==> src/pkg/lfr_params.svh <==
// Register map, field positions and reset values of the receiver control bank
`ifndef LFR_PARAMS_SVH
`define LFR_PARAMS_SVH
`define OFS_PAGE        6'h00
`define OFS_SLICER      6'h01
`define OFS_VALIDATION  6'h02
`define OFS_MODE        6'h03
`define OFS_STATUS      6'h04
`define OFS_MASK        6'h05
`define OFS_STATE       6'h06
`define RST_SLICER      8'h00
`define RST_VALIDATION  4'h0
`define RST_MODE        4'h0
`define SLICER_HYSTERESIS_SEL_MSB        7
`define SLICER_HYSTERESIS_SEL_LSB        6
`define FILT_MSB        5
`define FILT_LSB        4
`define POL_BIT         3
`define AZ_MSB          2
`define AZ_LSB          0
`define MODE_DATA_BIT   0
`define MODE_TOGGLE_BIT 1
`define MODE_AZT_MSB    3
`define MODE_AZT_LSB    2
`define AZT_ANY         2'h0
`define AZT_RANDOM      2'h1
`define AZT_DATA_LOW    2'h2
`define AZT_DATA_HIGH   2'h3
`define ST_CARRIER_BIT  0
`define ST_AZ_BIT       1
`define RESP_OKAY       2'h0
`define RESP_SLVERR     2'h2
`define RESP_DECERR     2'h3
`endif

==> src/pkg/lfr_pkg.sv <==
// Types shared by the receiver control bank
package lfr_pkg;
   typedef struct packed {
      logic        aw_got;
      logic [5:0]  aw_idx;
      logic        w_got;
      logic [7:0]  w_byte;
      logic        w_lane;
      logic        bvalid;
      logic [1:0]  bresp;
      logic        rvalid;
      logic [31:0] rdata;
      logic [1:0]  rresp;
      logic        page;
      logic [7:0]  slicer;
      logic [3:0]  valid_sel;
      logic [3:0]  mode_cfg;
      logic [1:0]  status;
      logic [1:0]  mask;
      logic [4:0]  car_cnt;
      logic        flag;
      logic        rx_start;
      logic [2:0]  edge_cnt;
      logic        az_req;
      logic        dec_valid;
      logic        dec_bit;
   } state_t;
endpackage

==> src/logic/lf_receiver_control_regs.sv <==
// Receiver control registers, carrier validation counter and auto-zero pacing
`timescale 1ns/1ns
`include "lfr_params.svh"
module lf_receiver_control_regs (
   input  wire logic        CLK,
   input  wire logic        RESET,
   input  wire logic [7:0]  AWADDR,
   input  wire logic        AWVALID,
   output logic             AWREADY,
   input  wire logic [31:0] WDATA,
   input  wire logic [3:0]  WSTRB,
   input  wire logic        WVALID,
   output logic             WREADY,
   output logic [1:0]       BRESP,
   output logic             BVALID,
   input  wire logic        BREADY,
   input  wire logic [7:0]  ARADDR,
   input  wire logic        ARVALID,
   output logic             ARREADY,
   output logic [31:0]      RDATA,
   output logic [1:0]       RRESP,
   output logic             RVALID,
   input  wire logic        RREADY,
   input  wire logic        SAMPLE_VALID,
   input  wire logic        CARRIER_DETECTED,
   input  wire logic        DATA_EDGE,
   input  wire logic        DEMOD_DATA,
   input  wire logic        MID_BIT_EDGE,
   input  wire logic        MID_BIT_RISING,
   output logic [1:0]       HYSTERESIS_SEL,
   output logic [1:0]       FILTER_SEL,
   output logic             CARRIER_DETECT_FLAG,
   output logic             RX_CHAIN_START,
   output logic             AUTOZERO_REQ,
   output logic             DECODED_VALID,
   output logic             DECODED_BIT,
   output logic             IRQ
);

   lfr_pkg::state_t st;
   lfr_pkg::state_t next_st;

   // ------------------------------------------------------------
   // Helpers
   // ------------------------------------------------------------
   function automatic logic paged(input logic [5:0] idx);
      paged = (idx == `OFS_SLICER) || (idx == `OFS_VALIDATION);
   endfunction

   function automatic logic mapped(input logic [5:0] idx);
      mapped = idx <= `OFS_STATE;
   endfunction

   function automatic logic [1:0] resp_of(input logic [5:0] idx, input logic page);
      if (!mapped(idx)) begin
         resp_of = `RESP_DECERR;
      end else if (paged(idx) && !page) begin
         resp_of = `RESP_SLVERR;
      end else begin
         resp_of = `RESP_OKAY;
      end
   endfunction

   function automatic logic [31:0] read_word(input logic [5:0] idx, input lfr_pkg::state_t s);
      read_word = 32'h0000_0000;
      case (idx)
         `OFS_PAGE:       read_word = {31'h0000_0000, s.page};
         `OFS_SLICER:     read_word = s.page ? {24'h00_0000, s.slicer} : 32'h0000_0000;
         `OFS_VALIDATION: read_word = s.page ? {28'h000_0000, s.valid_sel} : 32'h0000_0000;
         `OFS_MODE:       read_word = {28'h000_0000, s.mode_cfg};
         `OFS_STATUS:     read_word = {30'h0000_0000, s.status};
         `OFS_MASK:       read_word = {30'h0000_0000, s.mask};
         `OFS_STATE:      read_word = {23'h00_0000, s.edge_cnt, s.flag, s.car_cnt};
         default:         read_word = 32'h0000_0000;
      endcase
   endfunction

   logic       data_mode;
   logic       toggle_mode;
   logic [1:0] az_trig;
   logic       wr_fire;
   logic       rd_fire;
   logic [5:0] ar_idx;
   logic [4:0] target;
   logic [4:0] cnt_inc;
   logic       az_cond;
   logic [1:0] events;

   assign data_mode   = st.mode_cfg[`MODE_DATA_BIT];
   assign toggle_mode = st.mode_cfg[`MODE_TOGGLE_BIT];
   assign az_trig     = st.mode_cfg[`MODE_AZT_MSB:`MODE_AZT_LSB];
   assign ar_idx      = ARADDR[7:2];
   assign wr_fire     = st.aw_got && st.w_got && !st.bvalid;
   assign rd_fire     = ARVALID && ARREADY;

   // ------------------------------------------------------------
   // Bus handshakes
   // ------------------------------------------------------------
   assign AWREADY = !st.aw_got && !st.bvalid;
   assign WREADY  = !st.w_got && !st.bvalid;
   assign ARREADY = !st.rvalid;
   assign BVALID  = st.bvalid;
   assign BRESP   = st.bresp;
   assign RVALID  = st.rvalid;
   assign RDATA   = st.rdata;
   assign RRESP   = st.rresp;

   assign HYSTERESIS_SEL      = st.slicer[`SLICER_HYSTERESIS_SEL_MSB:`SLICER_HYSTERESIS_SEL_LSB];
   assign FILTER_SEL          = st.slicer[`FILT_MSB:`FILT_LSB];
   assign CARRIER_DETECT_FLAG = st.flag;
   assign RX_CHAIN_START      = st.rx_start;
   assign AUTOZERO_REQ        = st.az_req;
   assign DECODED_VALID       = st.dec_valid;
   assign DECODED_BIT         = st.dec_bit;
   assign IRQ                 = |(st.status & st.mask);

   // ------------------------------------------------------------
   // Next state
   // ------------------------------------------------------------
   always_comb begin
      next_st = st;
      events  = 2'h0;
      // Data mode takes the target from the count field's reset value, not from valid_sel
      target  = data_mode ? {1'b0, `RST_VALIDATION} + 5'h01
                          : {1'b0, st.valid_sel} + 5'h01;
      cnt_inc = (st.car_cnt == 5'h1f) ? st.car_cnt : st.car_cnt + 5'h01;
      az_cond = 1'b1;

      if (AWVALID && AWREADY) begin
         next_st.aw_got = 1'b1;
         next_st.aw_idx = AWADDR[7:2];
      end
      if (WVALID && WREADY) begin
         next_st.w_got  = 1'b1;
         next_st.w_byte = WDATA[7:0];
         next_st.w_lane = WSTRB[0];
      end
      if (wr_fire) begin
         next_st.aw_got = 1'b0;
         next_st.w_got  = 1'b0;
         next_st.bvalid = 1'b1;
         next_st.bresp  = resp_of(st.aw_idx, st.page);
         if (st.w_lane && resp_of(st.aw_idx, st.page) == `RESP_OKAY) begin
            case (st.aw_idx)
               `OFS_PAGE:       next_st.page      = st.w_byte[0];
               `OFS_SLICER:     next_st.slicer    = st.w_byte;
               `OFS_VALIDATION: next_st.valid_sel = st.w_byte[3:0];
               `OFS_MODE:       next_st.mode_cfg  = st.w_byte[3:0];
               `OFS_MASK:       next_st.mask      = st.w_byte[1:0];
               default:         next_st.mask      = st.mask;
            endcase
         end
      end
      if (st.bvalid && BREADY) begin
         next_st.bvalid = 1'b0;
      end

      if (rd_fire) begin
         next_st.rvalid = 1'b1;
         next_st.rdata  = read_word(ar_idx, st);
         next_st.rresp  = resp_of(ar_idx, st.page);
      end else if (st.rvalid && RREADY) begin
         next_st.rvalid = 1'b0;
      end

      // Carrier validation
      next_st.rx_start = 1'b0;
      if (SAMPLE_VALID) begin
         if (!CARRIER_DETECTED) begin
            next_st.car_cnt = 5'h00;
            next_st.flag    = 1'b0;
         end else begin
            // Start-up must not wait for the flag target
            if (st.car_cnt == 5'h00 && !st.flag) begin
               next_st.rx_start = 1'b1;
            end
            if (toggle_mode) begin
               next_st.car_cnt = 5'h00;
               next_st.flag    = 1'b1;
            end else begin
               next_st.car_cnt = cnt_inc;
               if (cnt_inc >= target) begin
                  next_st.flag = 1'b1;
               end
            end
         end
      end
      if (next_st.flag && !st.flag) begin
         events[`ST_CARRIER_BIT] = 1'b1;
      end

      // Auto-zero pacing, data mode only
      next_st.az_req = 1'b0;
      case (az_trig)
         `AZT_DATA_LOW:  az_cond = !DEMOD_DATA;
         `AZT_DATA_HIGH: az_cond = DEMOD_DATA;
         default:        az_cond = 1'b1;
      endcase
      if (!data_mode) begin
         next_st.edge_cnt = 3'h0;
      end else begin
         if (DATA_EDGE && st.edge_cnt != 3'h7) begin
            next_st.edge_cnt = st.edge_cnt + 3'h1;
         end
         if (st.edge_cnt >= st.slicer[`AZ_MSB:`AZ_LSB] && az_cond) begin
            next_st.az_req   = 1'b1;
            next_st.edge_cnt = 3'h0;
            events[`ST_AZ_BIT] = 1'b1;
         end
      end

      // Mid-bit decode in data mode only; carrier mode raises no DECODED_VALID
      next_st.dec_valid = MID_BIT_EDGE && data_mode;
      if (MID_BIT_EDGE && data_mode) begin
         next_st.dec_bit = MID_BIT_RISING ^ st.slicer[`POL_BIT];
      end

      // A new event beats a clearing read in the same cycle
      if (rd_fire && ar_idx == `OFS_STATUS) begin
         next_st.status = events;
      end else begin
         next_st.status = st.status | events;
      end
   end

   always_ff @(posedge CLK) begin
      if (RESET) begin
         st           <= '0;
         st.slicer    <= `RST_SLICER;
         st.valid_sel <= `RST_VALIDATION;
         st.mode_cfg  <= `RST_MODE;
      end else begin
         st <= next_st;
      end
   end
endmodule

==> config.mk <==
export PLATFORM = sky130hd
export DESIGN_NAME = lf_receiver_control_regs
export DESIGN_NICKNAME = d
export VERILOG_FILES = /design/src/pkg/lfr_pkg.sv /design/src/logic/lf_receiver_control_regs.sv
export VERILOG_INCLUDE_DIRS = /design/src /design/src/pkg
export SDC_FILE = /design/constraint.sdc
export NUM_CORES = 1
export LEC_CHECK = 0
export ABC_CLOCK_PERIOD_IN_PS = 5230
export BUFFER_PORTS_ARGS = -buffer_cell sky130_fd_sc_hd__buf_2
export CELL_PAD_IN_SITES_DETAIL_PLACEMENT = 1
export CELL_PAD_IN_SITES_GLOBAL_PLACEMENT = 2
export CORE_MARGIN = 2
export CORE_UTILIZATION = 31
export CTS_CLUSTER_SIZE = 24
export DETAILED_ROUTE_END_ITERATION = 6
export GPL_TIMING_DRIVEN = 0
export PLACE_DENSITY = 0.95
export SETUP_SLACK_MARGIN = 0.4
export SLEW_MARGIN = 20
export SYNTH_ARGS = -nofsm -noshare
export SYNTH_HDL_FRONTEND = slang
export SYNTH_SLANG_ARGS = --single-unit
==> constraint.sdc <==
create_clock -name CLK -period 5.23 [get_ports CLK]
set_input_delay 1.046 -clock CLK [delete_from_list [all_inputs] [get_ports CLK]]
set_output_delay 1.046 -clock CLK [all_outputs]
set_load 0.005 [all_outputs]
==> results of run 1 <==
[power breakdown]
part           total (W)  internal (W)  switching, W
clock           0.000435      0.000219      0.000216
combinational   0.000126     0.0000581     0.0000675
sequential      0.000532      0.000517     0.0000145
total            0.00109      0.000795      0.000298
[kinds of logic after synthesis]
group	after synthesis	share of synthesized area, %
AO/OA/AOI/OAI	67	13.3
buffers and inverters	70	12.2
flip-flops	66	38.0
multiplexers	32	9.25
AND/OR/NAND/NOR	136	20.9
other	1	0.108
XOR/XNOR	6	1.51
adder cells (fa/ha/maj)	13	4.68
[stage by stage]
stage	util, %	total power, W	hold slack [ns]	std cells	setup WS [ns]
floorplan	-	0.000625	0.426	413	3.17
global placement	37.1	0.000664	0.444	613	2.87
detailed placement	37.1	0.000669	0.447	613	2.82
CTS	38.8	0.00110	0.464	629	2.89
global route	38.8	0.00114	0.517	629	2.67
finish	38.8	0.00109	0.459	629	2.89
[worst max-delay path by stage]
stage                        from                        endpoint  slack, ns  cells after the start
2_1_floorplan           ARADDR[4]           RDATA[5]$_SDFFE_PP0P_       3.17                      5
3_3_place_gp            ARADDR[2]           RDATA[1]$_SDFFE_PP0P_       2.87                      6
3_5_place_dp            ARADDR[2]           RDATA[1]$_SDFFE_PP0P_       2.82                      6
4_1_cts        st[9]$_SDFFE_PP0P_  CARRIER_DETECT_FLAG$_SDFF_PP0_       2.89                      8
5_1_grt        st[9]$_SDFFE_PP0P_  CARRIER_DETECT_FLAG$_SDFF_PP0_       2.67                      8
6_report       st[9]$_SDFFE_PP0P_  CARRIER_DETECT_FLAG$_SDFF_PP0_       2.89                      8
[final cells by class]
type | count | share of cell area, %
inverters | 11 | 0.976
flip-flops and latches | 66 | 31.2
clock buffers | 9 | 2.93
repair buffers | 60 | 7.10
well taps | 140 | 4.14
plain buffers | 59 | 9.05
multi-input cells | 277 | 42.9
clock inverters | 7 | 1.66
[tightest hold or removal path: cells and delay by family, from the launching register on]
family          cells  cell delay (ns)
flops               1             0.33
simple gates        1             0.05
compound gates      1             0.05
[registers in the layout, summed over array words and instances, names as in the netlist]
| signal | count |
|---|---|
| RRESP | 2 |
| DECODED_BIT | 1 |
| st | 39 |
| RDATA | 9 |
| RVALID | 1 |
| AUTOZERO_REQ | 1 |
| CARRIER_DETECT_FLAG | 1 |
| BRESP | 2 |
| RX_CHAIN_START | 1 |
| az_trig | 2 |
| FILTER_SEL | 2 |
| DECODED_VALID | 1 |
| data_mode | 1 |
| BVALID | 1 |
| HYSTERESIS_SEL | 2 |
[per-layer routing]
layer  up-vias  global-route usage [%]
met2        68                    28.0
met5         -                       0
met4         0                    5.79
met1      1447                    19.3
met3        10                    4.15
li1       1514                       -
[cells in the final DEF (no fill, tap or decap), types with 3 or more instances in the layout]
cell / netlist / final
dfxtp_1: 66 / 66
buf_2: 3 / 63
nor2_1: 48 / 48
buf_4: 40 / 40
mux2i_1: 31 / 31
conb_1: 1 / 23
nand2_1: 22 / 22
o21ai_0: 18 / 18
clkbuf_1: 14 / 14
ha_1: 13 / 13
inv_1: 11 / 11
nand2b_1: 10 / 10
a21oi_1: 10 / 10
nor2b_1: 10 / 10
nand3_1: 9 / 9
clkbuf_8: 0 / 9
nand4b_1: 6 / 6
nor3_1: 6 / 6
a22o_1: 5 / 5
xnor2_1: 4 / 4
a22oi_1: 4 / 4
a222oi_1: 4 / 4
a31o_2: 3 / 3
nand4_1: 3 / 3
a31oi_1: 3 / 3
nor3b_1: 3 / 3
nand3b_1: 3 / 3
a211oi_1: 3 / 3
nor4_1: 3 / 3
clkinv_2: 0 / 3
[cell usage after synthesis (4+ instances only)]
library cell,instances
dfxtp_1,66
nor2_1,48
buf_4,40
mux2i_1,31
nand2_1,22
o21ai_0,18
clkbuf_1,14
ha_1,13
inv_1,11
a21oi_1,10
nand2b_1,10
nor2b_1,10
nand3_1,9
nand4b_1,6
nor3_1,6
a22o_1,5
a222oi_1,4
a22oi_1,4
xnor2_1,4
==> results.toml, run 1 <==
[job]
max-cap-violations = 0

[setup_path]
cp_max_fo = 8
r2r_end = "CARRIER_DETECT_FLAG$_SDFF_PP0_"
crit_slowest_cell = "dfxtp_1"
worstRegToRegCells = 8
crit_path_end_kind = "register"
worst-setup-path-type = "reg -> reg"
rrSetupSlack_ns = 2.89
cp.arrival_ns = 2.56
cpPeakStageDelay_ns = 0.42
startpoint_type = "register"
path_delay_family = "adder cells"
cp_num_buf_inv = 0
path_cells = "ha_1 -> nand4_1 -> xnor2_1 -> ha_1 -> nor2b_1 -> o21ai_0 -> a31oi_1 -> o21ai_0"
r2r_start = "st[9]$_SDFFE_PP0P_"
critPathRequiredTime_ns = 5.46

[timing]
finClkSkew_ns = 0.00812
drv_slew = 0
post-route-period-util_pct = 44.7
max_slew_margin_pct = 51.5
fmax_ghz = 0.428
setup_viol = 0
rsz0062_at_grt = "false"
setup-tns-final_ns = 0
final-hold-violation-count = 0
worstMarginPinSlew_ns = 0.727
layout_min_cycle_time_ns = 2.34

[global_routing]
first_global_vias = 3029
grt_pass1_wl_um = 14800
grt_max_degree = 13
grt_usage_pct = 16.2
overflow = 0
antenna_found_initial = 0

[detailed_routing]
firstDrtPassIters = 4
wl_met1_um = 4100
viasPerCell = 4.83
avgRoutedWirePerCell_um = 14.9
top_layer_used = "met4"
ant_nets = 0
dr_wl_met2_um = 4590
drtIter0Drc = 103
route.met3.wl_um = 537
drc = 0
vias = 3039
drt-total-wl_um = 9380

[floorplanning]
die_h_um = 110
ios = 116
rows = 38
die_w_um = 110
dieArea_um2 = 12100
core-area_um2 = 10900
start_util_pct = 31.9

[layout]
antenna_cells = 0
area_growth_pct = 21.6
num-fill-cells = 1339
final_layout_size_suffix_gt1_share_pct = 26.4
multiInputGateArea_um2 = 1810
layout.nets = 562
fin_area_um2 = 4230
ff_latch_area_um2 = 1320

[clocking]
cts.sinks = 66
clk_latency_ns = 0.35
clk_pin_slew_ns = 0.07
tritoncts = "yes"
hold_buffers = 0
cts-root-buf = "clkbuf_8"
cts_buffers = 9
post_cts_resized = 0
post_cts_buffers = 0
h-tree-depth = 3
clk_path_buf_depth = 2

[placed_design]
hpwl_um = 7230
dpl-instance-area_um2 = 4040
place_congestion = 0.887
port_buffers = 60

[yosys]
synth_cell_type_count = 54
async_flop_share_pct = 0
synth-edff-count = 0
synthCells = 391
synthFlopType = "dfxtp_1"
post-synth-top-area-cell = "dfxtp_1"
ys_top_cells_by_area = "dfxtp_1 38%, mux2i_1 8.9%, buf_4 8.6%"
yosys_warnings = 0
synthesis.area_um2 = 3480
syn_avg_cell_area_um2 = 8.89
synth_top_area_share_pct = 38.0
seq_area_frac_synth_pct = 38.0
ys_ff_latch = 66

[power]
power.leakage_nw = 1.88
vdd.ir_drop.worst_mv = 0.0932
p_per_area_nw_per_um2 = 258

[run_status]
status = "finished, final reports clean"

[hold_path]
holdPathEnd = "RDATA[0]$_SDFFE_PP0P_"
hold_path.class = "reg -> reg"
min_path_cells = 2
hp-start = "RDATA[0]$_SDFFE_PP0P_"
Power figures use the tool's default switching activity.
==> run 2: changes to the inputs <==
--- a/config.mk
+++ b/config.mk
@@ -6,16 +6,16 @@
 export SDC_FILE = /design/constraint.sdc
 export NUM_CORES = 1
 export LEC_CHECK = 0
-export ABC_CLOCK_PERIOD_IN_PS = 5230
+export ABC_CLOCK_PERIOD_IN_PS = 2000
 export BUFFER_PORTS_ARGS = -buffer_cell sky130_fd_sc_hd__buf_2
 export CELL_PAD_IN_SITES_DETAIL_PLACEMENT = 1
 export CELL_PAD_IN_SITES_GLOBAL_PLACEMENT = 2
 export CORE_MARGIN = 2
-export CORE_UTILIZATION = 31
+export CORE_UTILIZATION = 26
 export CTS_CLUSTER_SIZE = 24
 export DETAILED_ROUTE_END_ITERATION = 6
 export GPL_TIMING_DRIVEN = 0
-export PLACE_DENSITY = 0.95
+export PLACE_DENSITY = 0.86
 export SETUP_SLACK_MARGIN = 0.4
 export SLEW_MARGIN = 20
 export SYNTH_ARGS = -nofsm -noshare
==> constraint.sdc (replaced) <==
create_clock -name CLK -period 2 [get_ports CLK]
set_input_delay 0.4 -clock CLK [delete_from_list [all_inputs] [get_ports CLK]]
set_output_delay 0.4 -clock CLK [all_outputs]
set_load 0.005 [all_outputs]
==> run 2 against run 1 <==
Compared with the run above: non-clock buffer count up 17; sequential power rose to 2.6 times the previous value; via count up 2.9%; global-route usage down 1.9 points; clock skew up 0.00098 ns; sequential share of layout area down 2.7 points; final cell count up 8.4%; power rose to 3.1 times the previous value; combinational power rose to 2.9 times the previous value; critical path type unchanged; largest cell class unchanged.
==> results.toml, run 2 (synthesis gave the netlist of run 1 again) <==
[placed_design]
place_ws_ns = -0.0763
place_congestion = 0.807
port_buffers = 60
dp_cells = 649
hpwl_um = 7480

[detailed_routing]
firstDrtPassIters = 4
drc = 0
viasPerCell = 4.59
avgRoutedWirePerCell_um = 15.3
vias = 3128
drt-total-wl_um = 10400
drtIter0Drc = 83
ant_nets = 0

[run_status]
status = "finished, final reports clean"

[layout]
final_common_cell = "buf_2"
final_cell_mix = "66 x buf_2, 57 x dfxtp_1, 53 x buf_4"
area_growth_pct = 34.9
antenna_cells = 0
final_layout_size_suffix_gt1_share_pct = 36.0
largest_reg_flops = 39
layout.nets = 579
finalNonFillerCells = 682
top_register = "st"

[global_routing]
grt_usage_pct = 14.3
grt_pass1_wl_um = 16000
grt_max_degree = 13
antenna_found_initial = 0
first_global_vias = 3186
overflow = 0

[timing]
final.setup.worst_slack_ns = 0.0214
max_slew_margin_pct = 51.7
finClkSkew_ns = 0.00909
rsz0062_at_grt = "true"
whs_ns = 0.249
post-route-period-util_pct = 98.9
setup_viol = 0
fmax_ghz = 0.505
layout_min_cycle_time_ns = 1.98
worstMarginPinSlew_ns = 0.724
final-hold-violation-count = 0
drv_slew = 0

[floorplanning]
die_h_um = 120
start_util_pct = 26.5
rows = 42
ios = 116
core-area_um2 = 13100
dieArea_um2 = 14300
die_w_um = 120

[setup_path]
endpoint = "CARRIER_DETECT_FLAG$_SDFF_PP0_"
startpoint = "st[8]$_SDFFE_PP0P_"
r2r_start = "st[8]$_SDFFE_PP0P_"
cp.arrival_ns = 2.20
cp_max_fo = 6
worst-setup-path-type = "reg -> reg"
crit_path_end_kind = "register"
critPathRequiredTime_ns = 2.22
startpoint_type = "register"
r2r_end = "CARRIER_DETECT_FLAG$_SDFF_PP0_"
worstRegToRegCells = 8
rrSetupSlack_ns = 0.02

[clocking]
cts.sinks = 66
cts_buffers = 9
clk_latency_ns = 0.34
clk_path_buf_depth = 2
tritoncts = "yes"
clk_pin_slew_ns = 0.05
h-tree-depth = 3
cts-root-buf = "clkbuf_16"

[hold_path]
min_path_cells = 2
hold_path.class = "in -> reg"

[power]
vdd.ir_drop.worst_mv = 0.368
finalPower_w = 0.00334
p_per_area_nw_per_um2 = 712
power.leakage_nw = 2.07

[job]
max-cap-violations = 0
[run 2: timing repair]
item	in CTS	in global routing
gates cloned	0	1
pin swaps	15	15
setup endpoints to repair	24	29
setup buffers	11	5
resized for setup	19	28
hold buffers	0	0
[run 2: cell type report]
type,instances,area [um^2]
clock inverter,6,65.1
inverter,11,41.3
sequential,66,1340
clock buffer,10,229
fill,1572,8450
buffer,59,402
multi-input combinational,277,1960
tap,176,220
timing repair buffer,77,437
[run 2: critical path: stages, from the launching register on]
cell and delay [ns]:
dfxtp_4 0.35, clkbuf_8 0.14, buf_4 0.16, a31oi_1 0.20, a41oi_1 0.12, ha_1 0.25, a211o_1 0.34, a31oi_4 0.20
o21ai_1 0.10
[run 2: how the worst min path moves through the flow]
stage	slack [ns]	end	start
2_1_floorplan	0.43	RDATA[0]$_SDFFE_PP0P_	RDATA[0]$_SDFFE_PP0P_
3_3_place_gp	0.44	RDATA[3]$_SDFFE_PP0P_	RDATA[3]$_SDFFE_PP0P_
3_5_place_dp	0.46	RDATA[1]$_SDFFE_PP0P_	RDATA[1]$_SDFFE_PP0P_
4_1_cts	0.25	RVALID$_SDFFE_PP0P_	RREADY
5_1_grt	0.26	RVALID$_SDFFE_PP0P_	RREADY
6_report	0.25	RVALID$_SDFFE_PP0P_	RREADY
[run 2: metrics by stage]
step | instance area (um^2) | TNS, ns | utilization (%)
floorplan | 3590 | 0 | -
global placement | 4110 | -0.0396 | 31.3
detailed placement | 4110 | -0.109 | 31.3
CTS | 4550 | 0 | 34.6
global route | 4690 | -0.0690 | 35.7
finish | 4690 | 0 | 35.7
[run 2: report_power, final]
part	switching (W)	internal [W]	leakage (nW)
Clock	0.000614	0.000969	0.143
Combinational	0.000195	0.000172	1.39
Sequential	0.0000381	0.00135	0.541
Total	0.000847	0.00249	2.07
[run 2: layer usage]
| layer | GRT usage [%] | part of all wire, % | vias to the layer above |
|---|---|---|---|
| met1 | 17.3 | 45 | 1507 |
| li1 | - | - | 1538 |
| met3 | 3.04 | 3.9 | 16 |
| met4 | 6.40 | 1.9 | 0 |
| met2 | 24.4 | 50 | 67 |
| met5 | 0 | 0 | - |
